`src/sfc_pkg.sv`:
```
// Purpose: shared constants for the sample fifo control block
// Assumes: byte-wide register port, one clock
// Notes:   offsets are register addresses on the device register port
`default_nettype none
package sfc_pkg;
  localparam logic [7:0] ADDR_STATUS     = 8'h00;
  localparam logic [7:0] ADDR_WR_SLOT    = 8'h04;
  localparam logic [7:0] ADDR_RD_SLOT    = 8'h05;
  localparam logic [7:0] ADDR_FILL_HI    = 8'h06;
  localparam logic [7:0] ADDR_FILL_LO    = 8'h07;
  localparam logic [7:0] ADDR_POP        = 8'h08;
  localparam logic [7:0] ADDR_MARGIN     = 8'h09;
  localparam logic [7:0] ADDR_CTRL       = 8'h0A;
  localparam logic [7:0] RST_MARGIN      = 8'h7F;
  localparam logic [6:0] LOSS_MAX        = 7'h7F;
  localparam int         CTRL_PURGE      = 4;
  localparam int         CTRL_CLR_POP    = 3;
  localparam int         CTRL_REPEAT     = 2;
  localparam int         CTRL_OVERWRITE  = 1;
  localparam int         STAT_NEAR_FULL  = 7;
  localparam int         STAT_DATA_WAIT  = 6;
  localparam int         STAT_FRAME_DONE = 3;
  localparam logic       RST_CLR_POP     = 1'b1;
  localparam int         FIFO_DEPTH      = 16;
  localparam int         SLOT_COUNT      = 256;
endpackage : sfc_pkg
`default_nettype wire

```
`src/sfc_stage_fifo.sv`:
```
// Purpose: small parameterised staging fifo for incoming samples
// Assumes: single clock, clock enable freezes all state
// Notes:   honest full and empty; ready drops when full
`default_nettype none
module sfc_stage_fifo #(
  parameter int WIDTH = 8,
  parameter int DEPTH = 16
) (
  input  wire logic             clk_sys,
  input  wire logic             rst_n,
  input  wire logic             clk_en,
  input  wire logic             in_valid,
  output var  logic             in_ready,
  input  wire logic [WIDTH-1:0] in_data,
  output var  logic             out_valid,
  input  wire logic             out_ready,
  output var  logic [WIDTH-1:0] out_data
);
  localparam int AW = $clog2(DEPTH);
  logic [WIDTH-1:0] mem_ff [DEPTH];
  logic [AW-1:0]    wp_ff;
  logic [AW-1:0]    rp_ff;
  logic [AW:0]      cnt_ff;
  logic             push;
  logic             pop;

  assign in_ready  = (cnt_ff != (AW+1)'(DEPTH));
  assign out_valid = (cnt_ff != '0);
  assign out_data  = mem_ff[rp_ff];
  assign push      = in_valid && in_ready;
  assign pop       = out_valid && out_ready;

  // storage, written only, no reset needed for data
  always_ff @(posedge clk_sys) begin
    if (clk_en && push) begin
      mem_ff[wp_ff] <= in_data;
    end
  end

  // pointers and occupancy; wrap relies on power-of-two depth
  always_ff @(posedge clk_sys or negedge rst_n) begin
    if (!rst_n) begin
      wp_ff  <= '0;
      rp_ff  <= '0;
      cnt_ff <= '0;
    end else if (clk_en) begin
      if (push) wp_ff <= wp_ff + 1'b1;
      if (pop)  rp_ff <= rp_ff + 1'b1;
      if (push && !pop) cnt_ff <= cnt_ff + 1'b1;
      else if (pop && !push) cnt_ff <= cnt_ff - 1'b1;
    end
  end
endmodule : sfc_stage_fifo
`default_nettype wire

```
`src/sfc_sample_fifo_control.sv`:
```
// Purpose: circular sample store with host registers, fill level and loss tally
// Assumes: byte register port synchronous to clk_sys, one access per strobe
// Notes:   samples enter through a staging fifo, one byte slot per sample
//          a purge empties the circular store and clears the loss tally; samples still waiting
//          in the staging fifo move into the store once the purge is over
//          read data comes one cycle after its strobe and holds until the
//          next read, so the host may take it any time before then
`default_nettype none
module sfc_sample_fifo_control #(
  parameter int SLOTS      = sfc_pkg::SLOT_COUNT,
  parameter int STAGE_DEEP = sfc_pkg::FIFO_DEPTH
) (
  input  wire logic       clk_sys,
  input  wire logic       rst_n,
  input  wire logic       clk_en,
  input  wire logic       smp_valid,
  input  wire logic [7:0] smp_data,
  output logic            smp_ready,
  input  wire logic       frame_done,
  input  wire logic       reg_wr,
  input  wire logic       reg_rd,
  input  wire logic [7:0] reg_addr,
  input  wire logic [7:0] reg_wdata,
  output logic [7:0]      reg_rdata,
  output logic            near_full_flag,
  output logic            data_wait_flag,
  output logic            frame_done_flag
);

  ////////////////////////////////////////////////////////////////////////////
  // state
  typedef enum logic [1:0] {
    SFC_IDLE  = 2'b01,
    SFC_STORE = 2'b10
  } sfc_state_t;

  sfc_state_t  state_ff;
  logic [7:0]  slot_ff [SLOTS];
  logic [7:0]  wr_idx_ff;
  logic [7:0]  rd_idx_ff;
  logic [8:0]  fill_ff;
  logic [6:0]  loss_ff;
  logic [7:0]  margin_ff;
  logic        clr_pop_ff;
  logic        repeat_ff;
  logic        overwrite_ff;
  logic        purge_ff;
  logic        nf_ff;
  logic        dw_ff;
  logic        fd_ff;
  logic        nf_cond_ff;
  logic [7:0]  rdata_ff;
  logic        smp_ready_ff;
  logic        stored_ff;

  logic        st_valid;
  logic        st_ready;
  logic [7:0]  st_data;
  logic        stage_in_ready;

  ////////////////////////////////////////////////////////////////////////////
  // staging fifo between the engine and the circular store
  // its ready is the only back-pressure the engine ever sees
  sfc_stage_fifo #(
    .WIDTH (8),
    .DEPTH (STAGE_DEEP)
  ) u_stage (
    .clk_sys   (clk_sys),
    .rst_n     (rst_n),
    .clk_en    (clk_en),
    .in_valid  (smp_valid),
    .in_ready  (stage_in_ready),
    .in_data   (smp_data),
    .out_valid (st_valid),
    .out_ready (st_ready),
    .out_data  (st_data)
  );

  ////////////////////////////////////////////////////////////////////////////
  // decode
  // writes to read-only places are ignored simply by not decoding them
  logic        full;
  logic        wr_hit_rd;
  logic        wr_hit_margin;
  logic        wr_hit_ctrl;
  logic        rd_pop;
  logic        rd_status;
  logic        pop;
  logic        take;
  logic        store;
  logic        lose;
  logic        drop_old;
  logic [8:0]  free_slots;
  logic        nf_now;
  logic        clear_flags;

  // the indices meet both when empty and when full, so fullness is
  // judged from the fill level alone
  assign full          = (fill_ff == 9'(SLOTS));
  assign wr_hit_rd     = reg_wr && (reg_addr == sfc_pkg::ADDR_RD_SLOT);
  assign wr_hit_margin = reg_wr && (reg_addr == sfc_pkg::ADDR_MARGIN);
  assign wr_hit_ctrl   = reg_wr && (reg_addr == sfc_pkg::ADDR_CTRL);
  assign rd_pop        = reg_rd && (reg_addr == sfc_pkg::ADDR_POP);
  assign rd_status     = reg_rd && (reg_addr == sfc_pkg::ADDR_STATUS);
  // a pop of an empty store returns zero and moves nothing
  assign pop           = rd_pop && (fill_ff != 9'h000);
  // a sample is taken from staging only in the store state, never during purge
  assign st_ready      = (state_ff == SFC_STORE) && !purge_ff;
  assign take          = st_valid && st_ready;
  // a pop the same cycle frees a slot, so a sample is not counted lost;
  // with overwrite off a full store still drains staging, the sample lost
  assign store         = take && (!full || pop || overwrite_ff);
  assign lose          = take && full && !pop;
  assign drop_old      = take && full && !pop && overwrite_ff;
  // nine-bit compare so 256 free slots never alias onto a small margin;
  // a margin of zero asks for a completely full store
  assign free_slots    = 9'(SLOTS) - fill_ff;
  assign nf_now        = (free_slots <= {1'b0, margin_ff});
  // a status read always clears; a pop clears only with the select set
  assign clear_flags   = rd_status || (rd_pop && clr_pop_ff);

  ////////////////////////////////////////////////////////////////////////////
  // control state machine: idle after reset, store once running
  // the idle cycle keeps the store shut on the first edge after reset
  always_ff @(posedge clk_sys or negedge rst_n) begin
    if (!rst_n) begin
      state_ff <= SFC_IDLE;
    end else if (clk_en) begin
      case (state_ff)
        SFC_IDLE:  state_ff <= SFC_STORE;
        SFC_STORE: state_ff <= SFC_STORE;
        default:   state_ff <= SFC_IDLE;
      endcase
    end
  end

  ////////////////////////////////////////////////////////////////////////////
  // sample storage
  // no reset on sample data: a slot is only read behind the fill level
  always_ff @(posedge clk_sys) begin
    if (clk_en && store) begin
      slot_ff[wr_idx_ff] <= st_data;
    end
  end

  ////////////////////////////////////////////////////////////////////////////
  // write slot index; 8-bit natural wrap makes the store circular
  // refused samples leave it alone, so it names the slot the next one fills
  always_ff @(posedge clk_sys or negedge rst_n) begin
    if (!rst_n) begin
      wr_idx_ff <= 8'h00;
    end else if (clk_en) begin
      if (purge_ff) begin
        wr_idx_ff <= 8'h00;
      end else if (store) begin
        wr_idx_ff <= wr_idx_ff + 8'h01;
      end
    end
  end

  ////////////////////////////////////////////////////////////////////////////
  // read slot index; host write wins over pop, drop of oldest advances it
  // a host write in the same cycle as a pop still returns the popped byte,
  // but the index lands where the host put it
  always_ff @(posedge clk_sys or negedge rst_n) begin
    if (!rst_n) begin
      rd_idx_ff <= 8'h00;
    end else if (clk_en) begin
      if (purge_ff) begin
        rd_idx_ff <= 8'h00;
      end else if (wr_hit_rd) begin
        rd_idx_ff <= reg_wdata;
      end else if (pop || drop_old) begin
        rd_idx_ff <= rd_idx_ff + 8'h01;
      end
    end
  end

  ////////////////////////////////////////////////////////////////////////////
  // fill level; a rewritten read index does not alter it, so rereads
  // leave the count as the host last saw it
  always_ff @(posedge clk_sys or negedge rst_n) begin
    if (!rst_n) begin
      fill_ff <= 9'h000;
    end else if (clk_en) begin
      if (purge_ff) begin
        fill_ff <= 9'h000;
      end else if (store && !pop && !drop_old) begin
        fill_ff <= fill_ff + 9'h001;
      end else if (pop && !store) begin
        fill_ff <= fill_ff - 9'h001;
      end
    end
  end

  ////////////////////////////////////////////////////////////////////////////
  // lost-sample tally, saturating
  // both losses count: a refused new sample or an overwritten old one;
  // a purge clears it too, so a fresh run starts from zero
  always_ff @(posedge clk_sys or negedge rst_n) begin
    if (!rst_n) begin
      loss_ff <= 7'h00;
    end else if (clk_en) begin
      if (purge_ff) begin
        loss_ff <= 7'h00;
      end else if (lose && (loss_ff != sfc_pkg::LOSS_MAX)) begin
        loss_ff <= loss_ff + 7'h01;
      end
    end
  end

  ////////////////////////////////////////////////////////////////////////////
  // configuration registers; purge bit self-clears after one cycle
  // the purge bit reads back as one only in the cycle in which it acts
  always_ff @(posedge clk_sys or negedge rst_n) begin
    if (!rst_n) begin
      margin_ff    <= sfc_pkg::RST_MARGIN;
      clr_pop_ff   <= sfc_pkg::RST_CLR_POP;
      repeat_ff    <= 1'b0;
      overwrite_ff <= 1'b0;
      purge_ff     <= 1'b0;
    end else if (clk_en) begin
      if (wr_hit_margin) margin_ff <= reg_wdata;
      if (wr_hit_ctrl) begin
        clr_pop_ff   <= reg_wdata[sfc_pkg::CTRL_CLR_POP];
        repeat_ff    <= reg_wdata[sfc_pkg::CTRL_REPEAT];
        overwrite_ff <= reg_wdata[sfc_pkg::CTRL_OVERWRITE];
        purge_ff     <= reg_wdata[sfc_pkg::CTRL_PURGE];
      end else begin
        purge_ff     <= 1'b0;
      end
    end
  end

  ////////////////////////////////////////////////////////////////////////////
  // one-cycle echo of a stored sample; by then the fill level counts it,
  // so repeat select 0 judges the near-full condition on the new level
  always_ff @(posedge clk_sys or negedge rst_n) begin
    if (!rst_n) begin
      stored_ff <= 1'b0;
    end else if (clk_en) begin
      stored_ff <= store;
    end
  end

  ////////////////////////////////////////////////////////////////////////////
  // status flags; a setting event wins over a clear in the same cycle
  // repeat select 0 sets again after each stored sample while near full,
  // repeat select 1 sets once on the rising edge of the condition
  logic nf_set;
  assign nf_set = repeat_ff ? (nf_now && !nf_cond_ff)
                            : (nf_now && stored_ff);

  always_ff @(posedge clk_sys or negedge rst_n) begin
    if (!rst_n) begin
      nf_ff      <= 1'b0;
      dw_ff      <= 1'b0;
      fd_ff      <= 1'b0;
      nf_cond_ff <= 1'b0;
    end else if (clk_en) begin
      nf_cond_ff <= nf_now;
      if (nf_set) nf_ff <= 1'b1;
      else if (clear_flags) nf_ff <= 1'b0;
      if (store) dw_ff <= 1'b1;
      else if (clear_flags) dw_ff <= 1'b0;
      if (frame_done) fd_ff <= 1'b1;
      else if (clear_flags) fd_ff <= 1'b0;
    end
  end

  ////////////////////////////////////////////////////////////////////////////
  // read data, registered one cycle after the read strobe
  // unmapped addresses read zero, as do status bits beyond the three flags
  always_ff @(posedge clk_sys or negedge rst_n) begin
    if (!rst_n) begin
      rdata_ff <= 8'h00;
    end else if (clk_en && reg_rd) begin
      if (reg_addr == sfc_pkg::ADDR_STATUS) begin
        rdata_ff <= 8'h00;
        rdata_ff[sfc_pkg::STAT_NEAR_FULL]  <= nf_ff;
        rdata_ff[sfc_pkg::STAT_DATA_WAIT]  <= dw_ff;
        rdata_ff[sfc_pkg::STAT_FRAME_DONE] <= fd_ff;
      end else if (reg_addr == sfc_pkg::ADDR_WR_SLOT) begin
        rdata_ff <= wr_idx_ff;
      end else if (reg_addr == sfc_pkg::ADDR_RD_SLOT) begin
        rdata_ff <= rd_idx_ff;
      end else if (reg_addr == sfc_pkg::ADDR_FILL_HI) begin
        rdata_ff <= {fill_ff[8], loss_ff};
      end else if (reg_addr == sfc_pkg::ADDR_FILL_LO) begin
        rdata_ff <= fill_ff[7:0];
      end else if (reg_addr == sfc_pkg::ADDR_POP) begin
        rdata_ff <= (fill_ff != 9'h000) ? slot_ff[rd_idx_ff] : 8'h00;
      end else if (reg_addr == sfc_pkg::ADDR_MARGIN) begin
        rdata_ff <= margin_ff;
      end else if (reg_addr == sfc_pkg::ADDR_CTRL) begin
        rdata_ff <= 8'h00;
        rdata_ff[sfc_pkg::CTRL_CLR_POP]   <= clr_pop_ff;
        rdata_ff[sfc_pkg::CTRL_REPEAT]    <= repeat_ff;
        rdata_ff[sfc_pkg::CTRL_OVERWRITE] <= overwrite_ff;
        rdata_ff[sfc_pkg::CTRL_PURGE]     <= purge_ff;
      end else begin
        rdata_ff <= 8'h00;
      end
    end
  end

  ////////////////////////////////////////////////////////////////////////////
  // registered copy of staging ready, so the output comes from a flop
  // it lags the staging fifo by a cycle; an engine must not push twice
  // on the strength of a single high ready
  always_ff @(posedge clk_sys or negedge rst_n) begin
    if (!rst_n) begin
      smp_ready_ff <= 1'b0;
    end else if (clk_en) begin
      smp_ready_ff <= stage_in_ready;
    end
  end

  assign smp_ready       = smp_ready_ff;
  assign reg_rdata       = rdata_ff;
  assign near_full_flag  = nf_ff;
  assign data_wait_flag  = dw_ff;
  assign frame_done_flag = fd_ff;
endmodule : sfc_sample_fifo_control
`default_nettype wire

```
`config.mk`:
```
export PLATFORM = sky130hd
export DESIGN_NAME = sfc_sample_fifo_control
export DESIGN_NICKNAME = d
export VERILOG_FILES = /design/src/sfc_pkg.sv /design/src/sfc_stage_fifo.sv /design/src/sfc_sample_fifo_control.sv
export SDC_FILE = /design/constraint.sdc
export NUM_CORES = 2
export LEC_CHECK = 0
export ABC_AREA = 1
export BUFFER_PORTS_ARGS = -buffer_cell sky130_fd_sc_hd__buf_2
export CORE_MARGIN = 2
export CORE_UTILIZATION = 40
export DETAILED_ROUTE_END_ITERATION = 8
export HOLD_SLACK_MARGIN = 0.02
export PLACE_DENSITY = 0.54
export SYNTH_ARGS = -nofsm -noshare
export SYNTH_HDL_FRONTEND = slang
export SYNTH_SLANG_ARGS = --single-unit
```
`constraint.sdc`:
```
create_clock -name clk_sys -period 14.6 [get_ports clk_sys]
set_clock_uncertainty 0.2 [all_clocks]
set_input_delay 0.73 -clock clk_sys [delete_from_list [all_inputs] [get_ports clk_sys]]
set_output_delay 0.73 -clock clk_sys [all_outputs]
set_load 0.03 [all_outputs]
```
==> impl_metrics.toml <==
[outcome]
status = "complete, no violations"

[global_route]
globalRouteTotalUtil_pct = 22.5
gr-total-overflow = 0
grt_pass1_vias = 59000
grt_pass1_wl_um = 401000
grt_max_degree = 212
antenna_found_initial = 7

[worst_setup_path]
cp_top_family = "buffers and inverters"
crit_top_cell = "nand2_1"
worstSetupPathType = "reg -> reg"
worstPathRequired_ps = 15200
regToRegSetupSlack_ps = 8720
critPathMaxFanout = 211
critPathLaunchType = "register"
slowest_stage = "buf_4"
r2r-start = "rd_idx_ff[0]"
cp.buffers_inverters = 4
critPathLaunch = "rd_idx_ff[0]"
crit_chain = "inv_16 -> buf_4 -> buf_4 -> buf_4 -> nand2_1 -> nand2_1 -> nand2_1 -> nand3_1 -> nand3_1 -> nand2_1 -> nand3_1 -> nand3_1 -> nand3_1 -> nand2_1 -> nand2_1 -> nand2_1 -> nand2_1 -> nand4_1 -> nand2_1 -> nand2_1"
cpPeakStageDelay_ps = 820
cp.arrival_ps = 6480
worstSetupEndpointType = "register"

[finish]
syn_to_final_growth_pct = 10.9
nets = 8138
fillers = 21500
final_util_pct = 44.7
drive_gt1_share_pct = 6.29
fin_area_um2 = 104000

[logic_synthesis]
synth_mux_area_share_pct = 0.341
synth.area.top_cells = "edfxtp_1 70%, nor2_1 6.4%, nand2_1 5.9%, o21ai_0 4.4%, nand3_1 2.6%"
ys_warn_count = 0
syn_nets = 8247
yosys.area_share.simple_pct = 15.4
ys_seq_area_share_pct = 71.6
avgSynthCellArea_um2 = 11.5
syn_area_um2 = 93900
synth_top_area_share_pct = 69.6
synth_top_family_by_area = "simple AND/OR/NAND/NOR gates"
synth-compound-area-share_pct = 7.80
synth_cell_types = 46
yosys.area.top_type = "edfxtp_1"
synth_fa_ha_area_share_pct = 0.509
synth_seq_cells = 2249
synthXorXnorAreaFrac_pct = 0.252
synth-edff-count = 2176
syn_inst = 8179
synthArstFlopShare_pct = 3.25
synth_flop_cell = "edfxtp_1"

[routing]
drcViolationCount = 0
drt-total-wl_um = 273000
routed-via-count = 61400
avgRoutedWirePerCell_um = 23.9
antenna_left = 0
vias_per_cell = 5.38
drt_iter0_markers = 6253
drt_pass1_iterations = 5

[sta]
rsz0062_at_grt = "no"
drv_slew = 0
max_freq_ghz = 0.170
setup_slack_ps = 8720
worst_pin_slew_ps = 1180
tns_ps = 0
maxSlewHeadroom_pct = 21.1
timing.final.crit_share_pct = 40.3
hold_viol = 0
setup_viol = 0
period_needed_ps = 5880

[floorplanning]
die_w_um = 488
start_util_pct = 40.3
core_um2 = 233000
io_pins = 43
fp.dieH_um = 488
row_count = 177
die_area_um2 = 239000

[min_path]
min_from = "smp_data[0]"
hold_class = "in -> reg"

[place]
dp_slack_ps = 8970
gp_congestion = 0.907
dp_hpwl_um = 152000
portBuffers = 42
dpl_cell_area_um2 = 96500

[clock_tree]
cts_tree = "built"
cts_buffer_depth = 3
numCtsBuffers = 230
cts_setup_buffers = 0
clk_latency_ps = 910
root_buffer = "clkbuf_16"
h-tree-depth = 4
clock_sinks = 2249
clkTransAtPathRegs_ps = 60

[flow_run]
cap_violations = 0

[pwr]
p_leak_nw = 36.3
power.total_mw = 20.1
ir_drop_mv = 0.258
power_per_cell_area_nw_per_um2 = 193
-- state kept, by name, summed over array words and instances, names as in the netlist --
register / count
u_stage.rp_ff: 4
stored_ff: 1
u_stage.wp_ff: 4
margin_ff: 8
u_stage.cnt_ff: 5
repeat_ff: 1
u_stage.mem_ff: 128
loss_ff: 7
fill_ff: 9
wr_idx_ff: 8
smp_ready: 1
nf_cond_ff: 1
state_ff: 2
data_wait_flag: 1
clr_pop_ff: 1
reg_rdata: 8
overwrite_ff: 1
purge_ff: 1
near_full_flag: 1
slot_ff: 2048
frame_done_flag: 1
rd_idx_ff: 8
-- logic make-up (layout without fill, tap and decap cells) --
family | Yosys count | in the layout
AOI/OAI and AO/OA | 1342 | 1342
xor gates and xnor gates | 27 | 27
adders and majority gates | 37 | 37
buffers and inverters | 862 | 950
DFF | 2249 | 2249
muxes | 32 | 32
other | 0 | 2
and+or+nand+nor | 3630 | 3630
-- routing by layer --
metal	global-route usage, %	wire length [um]
met2	35.9	128000
met5	0	12
met1	31.5	117000
met4	7.43	8790
met3	3.62	19200
-- final cells by class --
class	instances	area, um^2	share of cell area (%)
Sequential cell	2249	67200	64.5
Multi-Input combinational cell	5068	23000	22.1
Clock buffer	278	5940	5.70
Tap cell	3132	3920	3.76
Clock inverter	151	1480	1.42
Inverter	371	1420	1.37
Timing Repair Buffer	150	1230	1.18
Antenna cell	2	5.00	0.00480
-- placed cells by master (no fill, tap or decap), drive strengths merged, types with 58 or more instances in the layout --
master | Yosys | final
nand3 | 503 | 503
o21ai | 902 | 902
edfxtp | 2176 | 2176
nor2 | 1611 | 1611
nand2 | 1482 | 1482
buf | 308 | 129
inv | 364 | 368
o22ai | 58 | 58
o211ai | 193 | 193
clkinv | 7 | 131
clkbuf | 183 | 278
dfrtp | 64 | 64
a21oi | 172 | 172
-- worst paths after layout --
kind / end / cells after the start
setup / recovery: reg_rdata[7] / 20
hold / removal: u_stage.mem_ff[1][0] / 1
setup reg to reg: reg_rdata[7] / 20
hold reg to reg: smp_ready / 2
max in group asynchronous: rd_idx_ff[1] / 3
min in group asynchronous: u_stage.cnt_ff[2] / 3
-- through the flow --
stage | hold WS (ps) | std cells
after CTS | 26.5 | 11400
after global routing | 46.9 | 11400
after global placement | 260 | 10900
after detailed placement | 267 | 10900
final | 89.0 | 11400
after floorplan | 234 | 8179
-- synth_stat cells, drive strengths merged, types with 7 or more instances --
master  number
nand4        7
o22ai       58
dfrtp       64
dfstp        9
nor3         9
o211ai     193
nand3      503
xor2        23
o21ai      902
nor2      1611
a21oi      172
mux2i       32
or2          8
buf        308
nand2     1482
clkinv       7
inv        364
ha          35
edfxtp    2176
clkbuf     183
-- power breakdown --
part	internal (mW)	switching, mW
Combinational	0.852	4.24
Sequential	9.05	0.113
Clock	3.24	2.57
Total	13.1	6.92
-- what timing repair did --
action                                 CTS  global route
endpoints found under the hold margin  141             0
hold buffers                            21             0
resized for setup                        0             0
No activity file was read; power rests on OpenSTA's default activity.
